--- config.mk ---
export PLATFORM = sky130hd
export DESIGN_NAME = pft_fault_trigger_unit
export DESIGN_NICKNAME = d
export VERILOG_FILES = /design/src/rtl/pft_pkg.sv /design/src/rtl/pft_fault_trigger_unit.sv /design/src/rtl/pft_gen_slice.sv
export SDC_FILE = /design/constraint.sdc
export NUM_CORES = 1
export LEC_CHECK = 0
export BUFFER_PORTS_ARGS = -buffer_cell sky130_fd_sc_hd__buf_2
export CAP_MARGIN = 25
export CORE_AREA = 2 2 192 175
export CTS_BUF_LIST = sky130_fd_sc_hd__clkbuf_4 sky130_fd_sc_hd__clkbuf_8
export CTS_CLUSTER_DIAMETER = 60
export DETAILED_ROUTE_END_ITERATION = 7
export DIE_AREA = 0 0 194 177
export PLACE_DENSITY = 0.73
export SYNTH_ARGS = -nofsm -noshare
export SYNTH_HDL_FRONTEND = slang
export SYNTH_HIERARCHICAL = 1
export SYNTH_SLANG_ARGS = --single-unit
--- constraint.sdc ---
create_clock -name clock -period 4.4 [get_ports clock]
set_clock_uncertainty 0.2 [all_clocks]
set_input_delay 0.22 -clock clock [delete_from_list [all_inputs] [get_ports clock]]
set_output_delay 0.22 -clock clock [all_outputs]
set_load 0.005 [all_outputs]
--- src/rtl/pft_pkg.sv ---
package pft_pkg;
  localparam int NUM_GEN = 4;
  localparam int GEN_IDX_W = 2;
  localparam int NUM_EXT = 4;
  localparam int NUM_CMP = 8;
  localparam int NUM_EVT = 6;
  localparam int MINPER_W = 16;
  localparam int GROUP_W = 8;
  // Event-status bit positions
  localparam int EVT_ZERO = 0;
  localparam int EVT_LOAD = 1;
  localparam int EVT_A_UP = 2;
  localparam int EVT_A_DN = 3;
  localparam int EVT_B_UP = 4;
  localparam int EVT_B_DN = 5;
  // Reset values
  localparam logic [NUM_EXT-1:0] SENSE_RST = 4'h0;
  localparam logic [NUM_EXT-1:0] EXT_EN_RST = 4'h0;
  localparam logic [NUM_CMP-1:0] CMP_EN_RST = 8'h00;
  localparam logic [MINPER_W-1:0] MINPER_RST = 16'h0000;
  localparam logic [NUM_EVT-1:0] EVT_RST = 6'h00;
  localparam logic [NUM_EVT-1:0] EVT_EN_RST = 6'h00;
  localparam logic [NUM_EXT-1:0] EXT_ZERO_ONLY = 4'h1;
  localparam logic [NUM_EXT-1:0] EXT_NONE = 4'h0;
  localparam logic [NUM_CMP-1:0] CMP_NONE = 8'h00;
  localparam logic [NUM_GEN-1:0] MODE_RST = 4'h0;
  localparam logic [GROUP_W-1:0] GROUP_RST = 8'h00;
  localparam logic [GROUP_W-NUM_EXT-1:0] EXT_PAD = 4'h0;
  localparam logic [NUM_GEN*2-1:0] OUT_RST = 8'h00;
  localparam logic [MINPER_W-1:0] MINPER_STEP = 16'h0001;
  // Fault groups
  localparam logic GROUP_EXT = 1'b0;
  localparam logic GROUP_CMP = 1'b1;
  // Output level while suppressed by a fault
  localparam logic FAULT_OUT_LEVEL = 1'b0;
  typedef enum logic {MP_IDLE, MP_HOLD} pft_minper_e;
endpackage

--- src/rtl/pft_fault_trigger_unit.sv ---
`timescale 1ns/10ps
// Notes on behaviour
// (RL1) Four independent generators, selected by index
// (RL2) Per-input polarity for four external faults
// (RL3) Fault is OR of enabled, sensed sources
// (RL4) Group zero external, group one comparators
// (RL5) Trigger enables read back as written
// (RL6) Legacy mode uses input zero only
// (RL7) Status: one bit per trigger
// (RL8) Latched mode reports latched state
// (RL9) Latched bits stay until software clears
// (RL10) Minimum fault period stretches fault
// (RL11) Write one clears event bit
// (RL12) Six event bits per generator
// (RL13) Interrupt needs module and source enable
// (RL14) Fault interrupt is OR of triggers
// (RL15) Fault interrupt held while stretched
// (RL16) Suppressed outputs driven low on fault
// (RL17) Assertion beats clear in same cycle
// (RL18) Counter reloads on assertion, counts down
module pft_fault_trigger_unit
  import pft_pkg::*;
(
  input wire logic clock,
  input wire logic rst_n,
  input wire logic [NUM_EXT-1:0] extFaultInput,
  input wire logic [NUM_GEN*NUM_CMP-1:0] cmpTrigger,
  input wire logic [NUM_GEN*NUM_EVT-1:0] genEvent,
  input wire logic [NUM_GEN*2-1:0] pwmIn,
  input wire logic [NUM_GEN*2-1:0] faultSuppress,
  input wire logic [GEN_IDX_W-1:0] genSel,
  input wire logic groupSel,
  input wire logic cfgWe,
  input wire logic latchedFaultMode,
  input wire logic minFaultPeriodMode,
  input wire logic extendedSourceSelectMode,
  input wire logic senseWe,
  input wire logic [NUM_EXT-1:0] inputActiveHigh,
  input wire logic [MINPER_W-1:0] minPeriod,
  input wire logic trigWe,
  input wire logic [GROUP_W-1:0] trigData,
  input wire logic faultClrWe,
  input wire logic [GROUP_W-1:0] faultClrMask,
  input wire logic evtEnWe,
  input wire logic [NUM_EVT-1:0] evtEnData,
  input wire logic evtClrWe,
  input wire logic [NUM_EVT-1:0] evtClrMask,
  input wire logic [NUM_GEN-1:0] genIntEnable,
  output logic [GROUP_W-1:0] trigReadback,
  output logic [GROUP_W-1:0] faultStatus,
  output logic [NUM_EVT-1:0] evtStatus,
  output logic [NUM_GEN-1:0] faultInt,
  output logic [NUM_GEN-1:0] genInt,
  output logic [NUM_GEN*2-1:0] pwmOut
);
  logic [NUM_GEN-1:0] latched_r;
  logic [NUM_GEN-1:0] minPer_r;
  logic [NUM_GEN-1:0] extSrc_r;
  logic [NUM_EXT-1:0] sense_r [NUM_GEN];
  logic [MINPER_W-1:0] minPeriod_r [NUM_GEN];
  logic [NUM_EXT-1:0] extEn_r [NUM_GEN];
  logic [NUM_CMP-1:0] cmpEn_r [NUM_GEN];
  logic [NUM_EVT-1:0] evtEn_r [NUM_GEN];
  logic [NUM_EXT-1:0] extStat [NUM_GEN];
  logic [NUM_CMP-1:0] cmpStat [NUM_GEN];
  logic [NUM_EVT-1:0] evtStat [NUM_GEN];
  logic [NUM_GEN-1:0] fault;
  logic [NUM_GEN-1:0] genHit;
  logic selExt;
  logic selCmp;
  logic [GROUP_W-1:0] trigSel;
  logic [GROUP_W-1:0] statSel;

  // One-hot decode shared by the fault-clear and event-clear strobes
  always_comb begin
    genHit = MODE_RST;
    genHit[genSel] = 1'b1;
  end
  assign selExt = (groupSel == GROUP_EXT);
  assign selCmp = (groupSel == GROUP_CMP);

  // (RL1) per-generator mode bits
  always_ff @(posedge clock) begin
    if (!rst_n) begin
      latched_r <= MODE_RST;
      minPer_r <= MODE_RST;
      extSrc_r <= MODE_RST;
    end else if (cfgWe) begin
      latched_r[genSel] <= latchedFaultMode;
      minPer_r[genSel] <= minFaultPeriodMode;
      extSrc_r[genSel] <= extendedSourceSelectMode;
    end
  end

  // (RL2) sense per generator
  always_ff @(posedge clock) begin
    if (!rst_n) begin
      for (int g = 0; g < NUM_GEN; g++) begin
        sense_r[g] <= SENSE_RST;
      end
    end else if (senseWe) begin
      sense_r[genSel] <= inputActiveHigh;
    end
  end

  // (RL10) minimum period per generator
  // Shares the sense strobe, so both must be written together
  always_ff @(posedge clock) begin
    if (!rst_n) begin
      for (int g = 0; g < NUM_GEN; g++) begin
        minPeriod_r[g] <= MINPER_RST;
      end
    end else if (senseWe) begin
      minPeriod_r[genSel] <= minPeriod;
    end
  end

  // (RL4) external group enables
  // Group zero has four sources; upper write bits are dropped
  always_ff @(posedge clock) begin
    if (!rst_n) begin
      for (int g = 0; g < NUM_GEN; g++) begin
        extEn_r[g] <= EXT_EN_RST;
      end
    end else if (trigWe && selExt) begin
      extEn_r[genSel] <= trigData[NUM_EXT-1:0];
    end
  end

  // (RL4) comparator group enables
  always_ff @(posedge clock) begin
    if (!rst_n) begin
      for (int g = 0; g < NUM_GEN; g++) begin
        cmpEn_r[g] <= CMP_EN_RST;
      end
    end else if (trigWe && selCmp) begin
      cmpEn_r[genSel] <= trigData;
    end
  end

  // (RL13) per-source event enables
  always_ff @(posedge clock) begin
    if (!rst_n) begin
      for (int g = 0; g < NUM_GEN; g++) begin
        evtEn_r[g] <= EVT_EN_RST;
      end
    end else if (evtEnWe) begin
      evtEn_r[genSel] <= evtEnData;
    end
  end

  // (RL5) enables of selected group
  always_comb begin
    trigSel = cmpEn_r[genSel];
    if (selExt) begin
      trigSel = {EXT_PAD, extEn_r[genSel]};
    end
  end

  // (RL7) status of selected group
  always_comb begin
    statSel = cmpStat[genSel];
    if (selExt) begin
      statSel = {EXT_PAD, extStat[genSel]};
    end
  end

  // (RL5) enables read back as written
  // Registered: costs a cycle, but software never sees a mux glitch
  always_ff @(posedge clock) begin
    if (!rst_n) begin
      trigReadback <= GROUP_RST;
    end else begin
      trigReadback <= trigSel;
    end
  end

  // (RL7) fault status register
  always_ff @(posedge clock) begin
    if (!rst_n) begin
      faultStatus <= GROUP_RST;
    end else begin
      faultStatus <= statSel;
    end
  end

  // (RL12) event status register
  always_ff @(posedge clock) begin
    if (!rst_n) begin
      evtStatus <= EVT_RST;
    end else begin
      evtStatus <= evtStat[genSel];
    end
  end

  for (genvar g = 0; g < NUM_GEN; g++) begin : gen_slice
    pft_gen_slice u_slice (
      .clock(clock),
      .rst_n(rst_n),
      .extFaultInput(extFaultInput),
      .cmpTrigger(cmpTrigger[g*NUM_CMP +: NUM_CMP]),
      .latchedFaultMode(latched_r[g]),
      .minFaultPeriodMode(minPer_r[g]),
      .extendedSourceSelectMode(extSrc_r[g]),
      .inputActiveHigh(sense_r[g]),
      .extEnable(extEn_r[g]),
      .cmpEnable(cmpEn_r[g]),
      .minPeriod(minPeriod_r[g]),
      .clrExtWe(faultClrWe && genHit[g] && selExt),
      .clrCmpWe(faultClrWe && genHit[g] && selCmp),
      .clrMask(faultClrMask),
      .evtIn(genEvent[g*NUM_EVT +: NUM_EVT]),
      .evtEnable(evtEn_r[g]),
      .evtClrWe(evtClrWe && genHit[g]),
      .evtClrMask(evtClrMask),
      .genIntEnable(genIntEnable[g]),
      .extStatus(extStat[g]),
      .cmpStatus(cmpStat[g]),
      .fault(fault[g]),
      .evtStatus(evtStat[g]),
      .genInt(genInt[g])
    );
  end

  // (RL14) fault interrupt from combined triggers
  assign faultInt = fault;

  // (RL16) suppressed outputs forced low
  always_ff @(posedge clock) begin
    if (!rst_n) begin
      pwmOut <= OUT_RST;
    end else begin
      for (int i = 0; i < NUM_GEN*2; i++) begin
        pwmOut[i] <= (fault[i/2] && faultSuppress[i]) ? FAULT_OUT_LEVEL : pwmIn[i];
      end
    end
  end
endmodule // pft_fault_trigger_unit

--- src/rtl/pft_gen_slice.sv ---
`timescale 1ns/10ps
module pft_gen_slice
  import pft_pkg::*;
(
  input wire logic clock,
  input wire logic rst_n,
  input wire logic [NUM_EXT-1:0] extFaultInput,
  input wire logic [NUM_CMP-1:0] cmpTrigger,
  input wire logic latchedFaultMode,
  input wire logic minFaultPeriodMode,
  input wire logic extendedSourceSelectMode,
  input wire logic [NUM_EXT-1:0] inputActiveHigh,
  input wire logic [NUM_EXT-1:0] extEnable,
  input wire logic [NUM_CMP-1:0] cmpEnable,
  input wire logic [MINPER_W-1:0] minPeriod,
  input wire logic clrExtWe,
  input wire logic clrCmpWe,
  input wire logic [GROUP_W-1:0] clrMask,
  input wire logic [NUM_EVT-1:0] evtIn,
  input wire logic [NUM_EVT-1:0] evtEnable,
  input wire logic evtClrWe,
  input wire logic [NUM_EVT-1:0] evtClrMask,
  input wire logic genIntEnable,
  output logic [NUM_EXT-1:0] extStatus,
  output logic [NUM_CMP-1:0] cmpStatus,
  output logic fault,
  output logic [NUM_EVT-1:0] evtStatus,
  output logic genInt
);
  logic [NUM_EXT-1:0] extAsserted;
  logic [NUM_EXT-1:0] extSel;
  logic [NUM_EXT-1:0] extLatch_r;
  logic [NUM_CMP-1:0] cmpLatch_r;
  logic [NUM_EXT-1:0] extView;
  logic [NUM_CMP-1:0] cmpView;
  logic rawFault;
  logic rawFaultD_r;
  logic [MINPER_W-1:0] mpCount_r;
  pft_minper_e mpState_r;
  logic [NUM_EVT-1:0] evt_r;

  // (RL2) per-input polarity
  assign extAsserted = ~(extFaultInput ^ inputActiveHigh);
  // (RL6) legacy uses input zero only
  assign extSel = extendedSourceSelectMode ? extEnable : EXT_ZERO_ONLY;

  // (RL9) latch until masked clear
  always_ff @(posedge clock) begin
    if (!rst_n) begin
      extLatch_r <= EXT_NONE;
      cmpLatch_r <= CMP_NONE;
    end else begin
      // (RL17) new assertion beats clear
      extLatch_r <= (extLatch_r & ~(clrExtWe ? clrMask[NUM_EXT-1:0] : EXT_NONE)) | extAsserted;
      cmpLatch_r <= (cmpLatch_r & ~(clrCmpWe ? clrMask : CMP_NONE)) | cmpTrigger;
    end
  end

  // (RL8) latched or live view
  assign extView = latchedFaultMode ? extLatch_r : extAsserted;
  assign cmpView = latchedFaultMode ? cmpLatch_r : cmpTrigger;
  // (RL7) one bit per trigger
  assign extStatus = extView;
  assign cmpStatus = cmpView;

  // (RL3) OR of enabled sources
  assign rawFault = |(extView & extSel) | (extendedSourceSelectMode & |(cmpView & cmpEnable));

  // (RL18) reload on new assertion
  always_ff @(posedge clock) begin
    if (!rst_n) begin
      rawFaultD_r <= 1'b0;
      mpCount_r <= MINPER_RST;
      mpState_r <= MP_IDLE;
    end else begin
      rawFaultD_r <= rawFault;
      case (mpState_r)
        MP_IDLE: begin
          if (rawFault && !rawFaultD_r && minFaultPeriodMode && minPeriod != MINPER_RST) begin
            mpCount_r <= minPeriod - MINPER_STEP;
            mpState_r <= MP_HOLD;
          end
        end
        MP_HOLD: begin
          if (rawFault && !rawFaultD_r) begin
            mpCount_r <= minPeriod - MINPER_STEP;
          end else if (mpCount_r == MINPER_RST || !minFaultPeriodMode) begin
            mpState_r <= MP_IDLE;
          end else begin
            mpCount_r <= mpCount_r - MINPER_STEP;
          end
        end
        default: mpState_r <= MP_IDLE;
      endcase
    end
  end

  // (RL10) stretch while counting; (RL15) interrupt follows
  assign fault = rawFault | (mpState_r == MP_HOLD);

  // (RL11) write-one clear, set wins
  always_ff @(posedge clock) begin
    if (!rst_n) begin
      evt_r <= EVT_RST;
    end else begin
      evt_r <= (evt_r & ~(evtClrWe ? evtClrMask : EVT_RST)) | evtIn;
    end
  end
  // (RL12) six event bits
  assign evtStatus = evt_r;
  // (RL13) both enables needed
  assign genInt = genIntEnable & |(evt_r & evtEnable);
endmodule // pft_gen_slice

==> flow_summary.toml <==
[run_status]
status = "completed"

[setup_path]
worstSetupEndpointType = "flop"
cp-start-kind = "flop"
path_max_fanout = 23
crit_type = "reg2reg"
cpMaxStageDelayCell = "dfxtp_1"
crit_chain = "mux2_2, nand2_1, a41oi_1, o31ai_4, a22oi_2, and2_1, a32o_1"
rr_startpoint = "latched_r[1]"
r2r_cells = 7
worst_r2r_endpoint = "gen_slice[1].u_slice/mpCount_r[12]"
max_stage_delay_ps = 880
r2r_setup_slack_ps = 790
cp.required_ps = 4750
arrival_ps = 3960

[timing]
slew_violations = 0
max-slew-margin-rel_pct = 26.7
timing.setup.tns_ps = 0
maxClockFrequency_mhz = 277
layout_min_cycle_time_ps = 3610
setup_ws_ps = 794
rsz0062_at_grt = "no"
tightest_slew_ps = 1090
final.period_utilization_pct = 81.9
hold_viol = 0
setup_viol = 0
hold_slack_ps = 59.5

[logic_synthesis]
synthesis.nets = 1995
avgSynthCellArea_um2 = 9.70
syn_area_mm2 = 0.0178
syn_inst = 1837
yosysTopAreaCell = "edfxtp_1"
synth_cell_types = 59
synth_common_cells = "241 x nand2_1, 197 x nor2_1, 186 x dfxtp_1"
yosysTopAreaCellShare_pct = 25.6
ys_seq_area_share_pct = 46.5
yosysWarnings = 6
yosysMostFrequentCell = "nand2_1"
synth_edf_count = 152
async_reset_ff_share_pct = 0
synth-seq-cells = 338
ys.flop_type = "dfxtp_1"
synth_area_leaders = "edfxtp_1 26%, dfxtp_1 21%, nand2_1 5.1%"

[worst_hold_path]
min_path_type = "in2reg"
whs_endpoint = "faultStatus[5]"
min-delay-start = "groupSel"
min_path_cells = 2

[power_and_ir_drop]
p_leak_nw = 9.12
power_w = 0.00812
irDropWorstVdd_mv = 0.346
power_density_mw_per_mm2 = 363

[cells_and_area]
fin_util_pct = 69.0
nFillCells = 2390
drive_above_1_share_pct = 17.5
fin_nets = 2381
area_growth_pct = 25.7

[cts]
numCtsBuffers = 56
htreeDepth = 2
cts_tree = "done"
clkTransAtPathRegs_ps = 60
cts_buffer_depth = 3
clk_latency_ps = 610
cts.sinks = 338
root_buffer = "clkbuf_8"

[detailed_routing]
wl_per_cell_um = 20.8
totalWireLength_mm = 56.0
first_pass_iters = 5
drcViolationCount = 0
drtIter0Drc = 1571
via_per_inst = 6.04
vias = 16265
detail-route-antenna-nets = 0

[placed_design]
portBuffers = 179
place_congestion = 0.981
pre_cts_ws_ps = 871
hpwlAfterDp_mm = 36.8

[grt]
overflow = 0
grt_start_max_net_pins = 103
grt_pass1_wl_mm = 87.5
gr-usage-all-layers_pct = 32.3
antenna_found_initial = 3
grt_pass1_vias = 15919

[floorplan]
start_util_pct = 54.9
num_rows = 63
die_h_um = 177
ios = 180
core_area_mm2 = 0.0325
die_area_mm2 = 0.0343
die_w_um = 194

[job]
cap_violations = 0
[report_power, final]
group          internal (W)  switching [W]  total [W]
clock               0.00186        0.00134    0.00320
sequential          0.00349       0.000172    0.00366
combinational      0.000580       0.000679    0.00126
total               0.00593        0.00219    0.00812
[worst max-delay path, delay by kind of cell, from the launching register on]
family / cells / cell delay (ps)
AO/OA/AOI/OAI: 4 / 1500
flip-flops: 1 / 880
multiplexers: 1 / 370
AND/OR/NAND/NOR: 2 / 580
[kinds of logic (layout without fill, tap and decap cells)]
group / after synthesis / after routing / synth area share, %
simple gates: 782 / 782 / 21.2
flops: 338 / 338 / 46.5
compound gates: 336 / 336 / 13.5
buf+inv: 155 / 589 / 4.12
mux: 134 / 134 / 9.86
xor+xnor: 76 / 76 / 3.73
fa+ha+maj: 16 / 16 / 1.12
other cells: 0 / 1 / 0
[timing repair]
item / in CTS / in global routing
buffers inserted: 0 / 0
gates resized for setup: 0 / 0
hold buffers: 219 / 0
hold endpoints to repair: 256 / 0
[routing by layer]
layer	routed length, um	up-vias	global-route usage [%]
met5	13	-	0
met4	2120	2	12.4
met3	5480	178	6.48
met2	26000	894	53.0
met1	22400	7806	42.5
li1	-	7385	-
[layout make-up]
| cell class | instances | area [um^2] | area share [%] |
|---|---|---|---|
| sequential | 338 | 8290 | 37.0 |
| antenna | 1 | 2.50 | 0.0112 |
| multi-input combinational | 1344 | 8810 | 39.3 |
| inverter | 69 | 269 | 1.20 |
| timing repair buffer | 414 | 3210 | 14.3 |
| clock inverter | 30 | 348 | 1.55 |
| clock buffer | 76 | 940 | 4.20 |
| tap | 422 | 528 | 2.36 |
[sequential cells by signal, indices dropped and copies added, names as in the netlist, 6 cells and up]
name,flops
gen_slice.u_slice/mpCount_r,64
minPeriod_r,64
cmpEn_r,32
gen_slice.u_slice/cmpLatch_r,32
evtEn_r,24
gen_slice.u_slice/evtStatus,24
extEn_r,16
gen_slice.u_slice/extLatch_r,16
sense_r,16
faultStatus,8
pwmOut,8
trigReadback,8
evtStatus,6
[layout by cell type (no fill, tap or decap), types with 29 or more instances in the layout]
master           n
a32o_1          44
nor2b_1         84
inv_1           65
and2_1          43
dlygate4sd3_1  219
dfxtp_1        186
nand3_1         50
o21ai_0         68
edfxtp_1       152
mux2i_1         48
xnor2_1         44
mux2_2          32
xor2_1          32
a21oi_1         76
and3_1          29
nor3_1          44
buf_2          178
nor2_1         197
nand2_1        241
clkbuf_8        59
[through the flow]
stage	area (um^2)	instances
after floorplan	17800	1837
after global placement	18900	2367
after detailed placement	18900	2367
after CTS	22400	2692
after global routing	22400	2693
final	22400	2694
[worst max-delay path by stage]
stage,startpoint,to,slack [ps]
final,latched_r[1],gen_slice[1].u_slice/mpCount_r[12],790
after floorplan,genSel[1],minPeriod_r[0][0],1570
after CTS,latched_r[1],gen_slice[1].u_slice/mpCount_r[9],850
after global placement,latched_r[3],gen_slice[3].u_slice/mpCount_r[12],990
after global routing,latched_r[1],gen_slice[1].u_slice/mpCount_r[9],630
after detailed placement,latched_r[1],gen_slice[1].u_slice/mpCount_r[9],870
Power figures use the tool's default switching activity.
